$ cat src/rtl/plc_pkg.sv
// Constants and types shared by the synthesizer output and lock control block
// Functional notes
// RL1: Duty cycle from separate high, low counts
// RL2: Duty step is 50% over division value
// RL3: Top duty step unavailable; keep one low
// RL4: Host programs feedback counter to even split
// RL5: 20-bit gate counter holds gated lock low
// RL6: Provide both raw and gated lock outputs
// RL7: Enable restarts gate counter with loop acquisition
// RL8: Enable low drives outputs low, drops lock
// RL9: Enable high relocks and resynchronizes outputs
// RL10: Detector gate off freezes oscillator, outputs run
// RL11: Host drives detector gate from any source
// RL12: Reset input clears counters, outputs and lock
// RL13: After reset release, resynchronize while relocking
// RL14: Output enables sampled on counter falling edge
// RL15: Output enables hold every output off
// RL16: Cascading feeds one counter into next
// RL17: Cascaded chain divides by product of settings
// RL18: Cascading fixed at build, enhanced only
// RL19: Select two references, automatic or requested
// RL20: Enhanced has auto and manual; fast manual
// RL21: Enhanced divide 512 even, 256 uneven
// RL22: Fast divide 32 even, 16 uneven
// RL23: Reset also restarts the gate counter
package plc_pkg;

  // Register byte offsets
  localparam logic [4:0] ADDR_CTRL    = 5'h00;
  localparam logic [4:0] ADDR_DIV0    = 5'h04;
  localparam logic [4:0] ADDR_DIV1    = 5'h08;
  localparam logic [4:0] ADDR_LOCKCNT = 5'h0c;
  localparam logic [4:0] ADDR_STATUS  = 5'h10;

  // Control register fields
  localparam int CTRL_CLKENA_LSB = 0;
  localparam int CTRL_PFDENA     = 2;
  localparam int CTRL_SWITCH     = 3;
  localparam int CTRL_AUTO       = 4;

  // Divider register fields: division value and high time in half VCO cycles
  localparam int DIV_N_LSB  = 0;
  localparam int DIV_HI_LSB = 16;
  localparam int DIV_W      = 10;

  // Status register fields
  localparam int ST_RAWLOCK = 0;
  localparam int ST_GATED   = 1;
  localparam int ST_ACTIVE  = 2;
  localparam int ST_BAD0    = 3;
  localparam int ST_BAD1    = 4;
  localparam int ST_CASCADE = 5;
  localparam int ST_ENH     = 6;
  localparam int ST_VCOHOLD = 7;

  // Number of post-scale outputs and gate counter width
  localparam int NUM_OUT  = 2;
  localparam int GATE_W   = 20;

  // Division limits per synthesizer type
  localparam int ENH_MAX_EVEN  = 512;
  localparam int ENH_MAX_ODD   = 256;
  localparam int FAST_MAX_EVEN = 32;
  localparam int FAST_MAX_ODD  = 16;

  // Values after reset
  localparam logic [1:0]        RST_CLKENA  = 2'h3;
  localparam logic              RST_PFDENA  = 1'b1;
  localparam logic              RST_AUTO    = 1'b1;
  localparam logic [DIV_W-1:0]  RST_DIV_N   = 10'h001;
  localparam logic [DIV_W-1:0]  RST_DIV_HI  = 10'h001;
  localparam logic [GATE_W-1:0] RST_LOCKCNT = 20'h00100;

  // Post-scale divider setting
  typedef struct packed {
    logic [DIV_W-1:0] hi;
    logic [DIV_W-1:0] n;
  } plc_div_t;

  // Run state of the output counters
  typedef enum logic [1:0] {
    PLC_OFF  = 2'b00,
    PLC_WAIT = 2'b01,
    PLC_RUN  = 2'b10
  } plc_state_t;

endpackage

$ cat src/rtl/plc_top.sv
// Output divider, lock gating, enable and reference select control
`timescale 1ns/1ps
`default_nettype none
module plc_top #(
  parameter bit ENHANCED    = 1'b1,
  parameter bit CASCADE     = 1'b0,
  parameter int ACQ_EDGES   = 8,
  parameter int LOSS_CYCLES = 16
) (
  input  wire logic        clk,
  input  wire logic        rst_n,
  input  wire logic        pll_enable,
  input  wire logic        areset,
  input  wire logic        ref_clk0,
  input  wire logic        ref_clk1,
  input  wire logic [4:0]  avs_address,
  input  wire logic        avs_read,
  input  wire logic        avs_write,
  input  wire logic [31:0] avs_writedata,
  output logic      [31:0] avs_readdata,
  output logic             avs_waitrequest,
  output logic      [1:0]  clk_out,
  output logic             locked,
  output logic             gated_locked,
  output logic             active_ref
);

  localparam int LW = $clog2(LOSS_CYCLES + 1);
  localparam int AW = $clog2(ACQ_EDGES + 1);
  localparam int MAX_EVEN = ENHANCED ? plc_pkg::ENH_MAX_EVEN : plc_pkg::FAST_MAX_EVEN;
  localparam int MAX_ODD  = ENHANCED ? plc_pkg::ENH_MAX_ODD : plc_pkg::FAST_MAX_ODD;
  localparam int NO = plc_pkg::NUM_OUT;
  // Local width copy keeps the declarations below short
  localparam int DIV_W = plc_pkg::DIV_W;

  // Refuse settings the logic cannot serve
  if (CASCADE && !ENHANCED) $error("Cascading needs the enhanced type"); // RL18
  if (ACQ_EDGES < 1 || LOSS_CYCLES < 2) $error("Acquisition or loss count too small");

  // All state of the block except the assertion helper in one struct
  typedef struct packed {
    plc_pkg::plc_state_t          st;
    logic                         wait_st;
    logic [31:0]                  rdata;
    logic [1:0]                   clkena;
    logic                         pfd_en;
    logic                         sw_req;
    logic                         auto_en;
    plc_pkg::plc_div_t [NO-1:0]   div;
    logic [plc_pkg::GATE_W-1:0]   lock_cfg;
    logic [1:0]                   ref_prev;
    logic [1:0][LW-1:0]           loss;
    logic [1:0]                   bad;
    logic                         sel;
    logic                         sw_prev;
    logic                         sw_pend;
    logic [AW-1:0]                acq;
    logic                         raw_lock;
    logic [plc_pkg::GATE_W-1:0]   gcnt;
    logic                         gated;
    logic [NO-1:0][DIV_W:0]       cnt;
    logic [NO-1:0]                raw;
    logic [NO-1:0]                en_q;
    logic [NO-1:0]                out;
  } plc_regs_t;

  // Present and next state
  plc_regs_t r_reg;
  plc_regs_t r_next;

  // Legal shape of one divider: period and high time, both in half VCO cycles
  // Clamped here, not at the write, so readback shows what software wrote
  function automatic logic [2*DIV_W+1:0] plc_shape(input plc_pkg::plc_div_t d);
    logic [DIV_W-1:0] n;
    logic [DIV_W:0]   per;
    logic [DIV_W:0]   h;
    n = d.n;
    if (n == '0)
      n = 10'h001;
    if (n > DIV_W'(MAX_EVEN))
      n = DIV_W'(MAX_EVEN); // RL21 RL22
    per = {n, 1'b0}; // RL2
    h = {1'b0, d.hi};
    if (h != {1'b0, n} && n > DIV_W'(MAX_ODD))
      h = {1'b0, n}; // RL21 RL22
    if (n == 10'h001)
      h = 11'h001;
    else if (h == '0)
      h = 11'h001;
    else if (h > per - 11'h002)
      h = per - 11'h002; // RL3
    return {per, h};
  endfunction

  logic [NO-1:0][DIV_W:0] shp_per;
  logic [NO-1:0][DIV_W:0] shp_hi;

  // Per-output effective shape
  for (genvar g = 0; g < NO; g++)
  begin : g_shape
    assign {shp_per[g], shp_hi[g]} = plc_shape(r_reg.div[g]);
  end

  // Reference edge detection, hold condition and bus request
  logic [1:0] cur_ref;
  logic [1:0] tog;
  logic       act_tog;
  logic       act_rise;
  logic       hold;
  logic       bus_req;
  assign cur_ref  = {ref_clk1, ref_clk0};
  assign tog      = cur_ref ^ r_reg.ref_prev;
  assign act_tog  = tog[r_reg.sel];
  assign act_rise = act_tog & cur_ref[r_reg.sel];
  assign hold     = !pll_enable || areset;
  assign bus_req  = avs_read || avs_write;

  // Next-state logic for the whole block
  always_comb
  begin
    logic tick;
    logic [DIV_W:0] c;
    tick = 1'b0;
    c = '0;
    r_next = r_reg;

    // Bus slave: one wait cycle, then the answer
    // Read data is captured in the wait cycle so it stands at the acknowledge edge
    r_next.wait_st = !(bus_req && r_reg.wait_st);
    if (avs_read && r_reg.wait_st)
    begin
      case (avs_address)
        plc_pkg::ADDR_CTRL:
          r_next.rdata = {27'h0, r_reg.auto_en, r_reg.sw_req, r_reg.pfd_en, r_reg.clkena};
        plc_pkg::ADDR_DIV0:
          r_next.rdata = {6'h0, r_reg.div[0].hi, 6'h0, r_reg.div[0].n};
        plc_pkg::ADDR_DIV1:
          r_next.rdata = {6'h0, r_reg.div[1].hi, 6'h0, r_reg.div[1].n};
        plc_pkg::ADDR_LOCKCNT:
          r_next.rdata = {12'h0, r_reg.lock_cfg};
        plc_pkg::ADDR_STATUS:
          r_next.rdata = {24'h0, (r_reg.st != plc_pkg::PLC_OFF) && !r_reg.pfd_en,
                          ENHANCED, CASCADE, r_reg.bad, r_reg.sel, r_reg.gated,
                          r_reg.raw_lock}; // RL6
        default:
          r_next.rdata = 32'h0;
      endcase
    end
    // Writes land at the acknowledge edge; unmapped offsets change nothing
    if (avs_write && !r_reg.wait_st)
    begin
      case (avs_address)
        plc_pkg::ADDR_CTRL:
        begin
          r_next.clkena  = avs_writedata[plc_pkg::CTRL_CLKENA_LSB +: 2];
          r_next.pfd_en  = avs_writedata[plc_pkg::CTRL_PFDENA]; // RL11
          r_next.sw_req  = avs_writedata[plc_pkg::CTRL_SWITCH];
          r_next.auto_en = avs_writedata[plc_pkg::CTRL_AUTO];
        end
        plc_pkg::ADDR_DIV0:
        begin
          r_next.div[0].n  = avs_writedata[plc_pkg::DIV_N_LSB +: DIV_W];
          r_next.div[0].hi = avs_writedata[plc_pkg::DIV_HI_LSB +: DIV_W];
        end
        plc_pkg::ADDR_DIV1:
        begin
          r_next.div[1].n  = avs_writedata[plc_pkg::DIV_N_LSB +: DIV_W];
          r_next.div[1].hi = avs_writedata[plc_pkg::DIV_HI_LSB +: DIV_W];
        end
        plc_pkg::ADDR_LOCKCNT:
          r_next.lock_cfg = avs_writedata[plc_pkg::GATE_W-1:0];
        default:
          r_next.rdata = r_reg.rdata;
      endcase
    end

    // Reference activity: a reference is bad once it stops toggling
    // A reference slower than LOSS_CYCLES per transition is flagged bad; size it above
    r_next.ref_prev = cur_ref;
    for (int j = 0; j < 2; j++)
    begin
      if (tog[j])
        r_next.loss[j] = '0;
      else if (r_reg.loss[j] != LW'(LOSS_CYCLES))
        r_next.loss[j] = r_reg.loss[j] + LW'(1);
      r_next.bad[j] = (r_next.loss[j] == LW'(LOSS_CYCLES));
    end

    // Reference select; in the enhanced type a request waits until the other input is alive
    // Enhanced type edge-detects the request bit, so holding it high does not bounce the select; the fast type follows the bit
    r_next.sw_prev = r_reg.sw_req;
    if (ENHANCED)
    begin
      if (r_reg.sw_req && !r_reg.sw_prev)
        r_next.sw_pend = 1'b1; // RL19
      if (r_next.sw_pend && !r_reg.bad[!r_reg.sel])
      begin
        r_next.sel = !r_reg.sel;
        r_next.sw_pend = 1'b0;
      end
      else if (r_reg.auto_en && r_reg.bad[r_reg.sel] && !r_reg.bad[!r_reg.sel])
        r_next.sel = !r_reg.sel; // RL19 RL20
    end
    else
      r_next.sel = r_reg.sw_req; // RL20

    // Run state: outputs restart only on an active reference rising edge
    // Waiting for that edge lines the first output edge up with the input
    case (r_reg.st)
      plc_pkg::PLC_OFF:
        r_next.st = plc_pkg::PLC_WAIT;
      plc_pkg::PLC_WAIT:
        if (act_rise)
          r_next.st = plc_pkg::PLC_RUN; // RL9 RL13
      plc_pkg::PLC_RUN:
        r_next.st = plc_pkg::PLC_RUN;
      default:
        r_next.st = plc_pkg::PLC_OFF;
    endcase

    // Raw lock; with the detector gated off the loop state is frozen
    // Acquisition is modelled by counting active rising edges, not by phase error
    if (r_reg.pfd_en)
    begin
      if (r_reg.bad[r_reg.sel])
      begin
        r_next.acq = '0;
        r_next.raw_lock = 1'b0;
      end
      else if (act_rise && r_reg.acq != AW'(ACQ_EDGES))
        r_next.acq = r_reg.acq + AW'(1);
      if (!r_reg.bad[r_reg.sel])
        r_next.raw_lock = (r_next.acq == AW'(ACQ_EDGES)); // RL6
    end // RL10

    // Gated lock counts reference transitions up to the programmed value
    // Both edges count, and it never falls until the next hold
    if (!r_reg.gated && act_tog)
    begin
      r_next.gcnt = r_reg.gcnt + 20'h00001;
      if (r_next.gcnt >= r_reg.lock_cfg)
        r_next.gated = 1'b1; // RL5
    end

    // Post-scale counters, ticking twice per VCO cycle
    // The level follows the count before the tick, so the first pulse is whole
    // A cascaded counter ticks on both edges of the upstream level
    for (int i = 0; i < NO; i++)
    begin
      if (i == 0 || !CASCADE)
        tick = (r_reg.st == plc_pkg::PLC_RUN);
      else
        tick = (r_next.raw[i-1] != r_reg.raw[i-1]); // RL16 RL17
      if (tick)
      begin
        c = (r_reg.cnt[i] >= shp_per[i] - 11'h001) ? '0 : r_reg.cnt[i] + 11'h001;
        r_next.cnt[i] = c;
        r_next.raw[i] = (r_reg.cnt[i] < shp_hi[i]); // RL1
      end
      if (r_reg.raw[i] && !r_next.raw[i])
        r_next.en_q[i] = r_reg.clkena[i]; // RL14
      r_next.out[i] = r_next.raw[i] && r_next.en_q[i]; // RL15
    end

    // Disable or reset clears counters, outputs and both locks together
    // Settings and the reference monitors survive, so software need not reprogram
    if (hold)
    begin
      r_next.st       = plc_pkg::PLC_OFF; // RL8 RL12
      r_next.acq      = '0;
      r_next.raw_lock = 1'b0;
      r_next.gcnt     = '0; // RL7 RL23
      r_next.gated    = 1'b0;
      r_next.cnt      = '0;
      r_next.raw      = '0;
      r_next.en_q     = '0;
      r_next.out      = '0;
    end
  end

  // State register with synchronous reset
  // Whole-struct clear first, then the non-zero values after reset
  always_ff @(posedge clk)
  begin
    if (!rst_n)
    begin
      r_reg          <= '0;
      r_reg.st       <= plc_pkg::PLC_OFF;
      r_reg.wait_st  <= 1'b1;
      r_reg.clkena   <= plc_pkg::RST_CLKENA;
      r_reg.pfd_en   <= plc_pkg::RST_PFDENA;
      r_reg.auto_en  <= plc_pkg::RST_AUTO;
      r_reg.div      <= {NO{plc_pkg::RST_DIV_HI, plc_pkg::RST_DIV_N}};
      r_reg.lock_cfg <= plc_pkg::RST_LOCKCNT;
    end
    else
      r_reg <= r_next;
  end

  // Every output straight from a flip-flop
  assign avs_readdata    = r_reg.rdata;
  assign avs_waitrequest = r_reg.wait_st;
  assign clk_out         = r_reg.out;
  assign locked          = r_reg.raw_lock;
  assign gated_locked    = r_reg.gated;
  assign active_ref      = r_reg.sel;

  // Helper: length of the current high phase of output 0
  // Kept outside the state struct because only the assertions read it
  logic [DIV_W:0] hi_run;
  always_ff @(posedge clk)
  begin
    if (!rst_n || !r_reg.raw[0])
      hi_run <= '0;
    else
      hi_run <= hi_run + 11'h001;
  end
endmodule
`default_nettype wire

$ cat config.mk
export PLATFORM = sky130hd
export DESIGN_NAME = plc_top
export DESIGN_NICKNAME = d
export VERILOG_FILES = /design/src/rtl/plc_pkg.sv /design/src/rtl/plc_top.sv
export SDC_FILE = /design/constraint.sdc
export NUM_CORES = 1
export LEC_CHECK = 0
export BUFFER_PORTS_ARGS = -buffer_cell sky130_fd_sc_hd__buf_2
export CAP_MARGIN = 20
export CORE_ASPECT_RATIO = 2
export CORE_MARGIN = 2
export CORE_UTILIZATION = 61
export DETAILED_ROUTE_END_ITERATION = 12
export PLACE_DENSITY_LB_ADDON = 0.1
export SETUP_SLACK_MARGIN = 0.02
export SLEW_MARGIN = 20
export SYNTH_ARGS = -nofsm -noshare
export SYNTH_HDL_FRONTEND = slang
export SYNTH_SLANG_ARGS = --single-unit
$ cat constraint.sdc
create_clock -name clk -period 6.9 [get_ports clk]
set_input_delay 0.345 -clock clk [delete_from_list [all_inputs] [get_ports clk]]
set_output_delay 0.345 -clock clk [all_outputs]
set_load 0.02 [all_outputs]
==> results.cfg <==
[yosys]
ys_async_sr_fraction_pct = 0
synthCells = 1381
synth_sequential_area_ratio_pct = 30.2
synth_top_family_by_area = simple AND/OR/NAND/NOR gates
synth_adder_area_share_pct = 10.7
yosys.area.top_type = dfxtp_1
synthFlopType = dfxtp_1
ys_ff_latch = 165
muxShareOfSynthArea_pct = 4.15
synth.distinct_cells = 66
synth_compound_area_share_pct = 18.3
synth_xor_area_share_pct = 5.92
synth_area_mm2 = 0.0109
synth_common_cells = nand2_1, dfxtp_1, nor2_1
yosys-top-cells-area = dfxtp_1, ha_1, nand2_1
synth_edf_count = 0
syn_avg_cell_area_um2 = 7.93
yosysMostFrequentCell = nand2_1
synth-simple-area-share_pct = 24.0
yosysWarnings = 0
yosysTopAreaCellShare_pct = 30.2

[clocking]
clk_pin_slew_ps = 70
ctsResizeCount = 0
clockBufferDepth = 2
cts-root-buf = clkbuf_16
numCtsBuffers = 17
worstSkewPairLatency_ps = 440
cts_tree = built
htreeDepth = 4
clock-sinks = 165
hold_buffers = 0
cts_setup_buffers = 0

[finish]
largest_reg_flops = 132
nets = 1525
syn_to_final_growth_pct = 7.61
antenna_cells = 0
drive_gt1_share_pct = 11.0

[sta]
final.setup.tns_ps = 0
setup_violations = 0
max_slew_margin_pct = 24.3
rsz0062_at_grt = no
drv_slew = 0
final-hold-violation-count = 0
clock-skew-final_ps = 9.70
layout_min_cycle_time_ps = 6420
finalCritPeriodShare_pct = 93.0
fmax_mhz = 156
tightest_slew_ps = 1130

[detailed_routing]
dr.pass1.iters = 5
wl_per_cell_um = 18.1
vias = 9749
viasPerCell = 6.05
drt-initial-drc-count = 532
top_layer_used = met4
wl_met3_um = 947
drc = 0
wl_met2_um = 15800
wirelength_um = 29200
wl_met1_um = 10400
ant_nets = 0

[power]
p_sw_w = 0.000498
power.density_mw_per_mm2 = 177
combPwrFrac_pct = 5.6
leakage_nw = 4.71
power_frac_seq_pct = 46.0
irDropWorstVdd_mv = 0.163
power_w = 0.00209
p_int_w = 0.00159
p_clk_share_pct = 48.3
switching_share_pct = 23.8

[critical_path]
critPathCaptureType = flip-flop
critPathMaxStageDelay_ps = 520
crit_required_ps = 7260
startpoint_type = flip-flop
cp_max_fo = 17
slowest_stage = o41a_1
reg2reg_depth = 25
crit_arrival_ps = 6780
worstSetupPathType = reg2reg

[place]
routabilityCongestion = 0.956
hpwl_um = 22400
port-buffer-count = 70

[hold_path]
whs_path_depth = 2
hp-class = in2reg

[global_route]
grt_max_degree = 104
grt_pass1_wl_um = 46900
grt_pass1_vias = 9670
grt_antenna_before_repair = 0
overflow = 0
track_usage_pct = 30.4

[floorplanning]
io_pins = 83
row_count = 69
die_x_um = 98.7
die_y_um = 193
core-area_mm2 = 0.0177
floorplan.die_area_mm2 = 0.0191
start_util_pct = 61.9

[run]
drv_cap = 0

[run_status]
outcome = finished clean
kinds of logic after synthesis:
| family | Yosys count |
|---|---|
| fa+ha+maj | 94 |
| flops | 165 |
| xor+xnor | 74 |
| mux | 41 |
| compound gates | 294 |
| simple gates | 555 |
| other cells | 2 |
| buf+inv | 156 |
power groups by stage:
stage | sequential, W | combinational (W) | clock [W]
after floorplan | 0.000983 | 0.0000784 | 0
after global placement | 0.000984 | 0.000116 | 0
after detailed placement | 0.000984 | 0.000116 | 0
after CTS | 0.000963 | 0.000117 | 0.00102
after global routing | 0.000963 | 0.000128 | 0.00106
final | 0.000963 | 0.000117 | 0.00101
layer usage:
layer  vias to the layer above  GRT usage [%]
met3                       120           4.59
met5                         -              0
met1                      4609           28.6
met2                       250           57.6
li1                       4770              -
met4                         0           21.8
worst max-delay path, delay by kind of cell (launching register included):
kind	cells	cell delay, ps
AOI/OAI and AO/OA	9	2500
DFF	1	420
adders and majority gates	3	890
and+or+nand+nor	9	1680
muxes	2	580
buffers and inverters	2	270
metrics by stage:
stage	util, %	instances	hold slack [ps]	setup WS (ps)	instance area [um2]
2_1_floorplan	-	1389	415	1300	11000
3_3_place_gp	63.0	1580	432	683	11200
3_5_place_dp	63.0	1580	439	607	11200
4_1_cts	66.6	1612	131	567	11800
5_1_grt	66.6	1612	159	119	11800
6_report	66.6	1612	143	484	11800
cell type report:
cell class,count,area (um2)
clock buffers,20,457
clock inverters,12,168
fillers,1588,5920
inverters,52,195
multi-input cells,1068,6950
flip-flops and latches,165,3300
well taps,213,267
repair buffers,82,440
path summary, 6_finish.rpt:
path                                from  slack [ps]                         end
hold reg to reg      r_reg[3]$_SDFF_PP0_         440       clk_out[1]$_SDFF_PP0_
hold / removal                  avs_read         140  avs_waitrequest$_SDFF_PN1_
setup reg to reg  r_reg[93]$_SDFFE_PN0P_         480         r_reg[2]$_SDFF_PP0_
setup / recovery  r_reg[93]$_SDFFE_PN0P_         480         r_reg[2]$_SDFF_PP0_
layout by cell type, fill, tap and decap left out, types with 6 or more instances in the layout:
| cell type | count |
|---|---|
| nor2_1 | 99 |
| buf_4 | 12 |
| nand2b_1 | 17 |
| buf_2 | 70 |
| ha_1 | 94 |
| o211ai_1 | 22 |
| nand4_1 | 16 |
| inv_1 | 52 |
| conb_1 | 10 |
| nor4_1 | 7 |
| dfxtp_1 | 165 |
| a21boi_0 | 64 |
| a21o_1 | 20 |
| and3_1 | 22 |
| xor2_1 | 38 |
| nor2b_1 | 27 |
| nor3_1 | 22 |
| a22oi_1 | 16 |
| nand3_1 | 53 |
| mux2_2 | 27 |
| nor3b_1 | 6 |
| o21ai_0 | 49 |
| xnor2_1 | 36 |
| nand3b_1 | 6 |
| a31oi_1 | 15 |
| nand2_1 | 232 |
| and2_1 | 25 |
| clkbuf_16 | 17 |
| a211oi_1 | 7 |
| a222oi_1 | 6 |
| a21oi_1 | 56 |
| mux2i_1 | 12 |
Power figures use the tool's default switching activity.
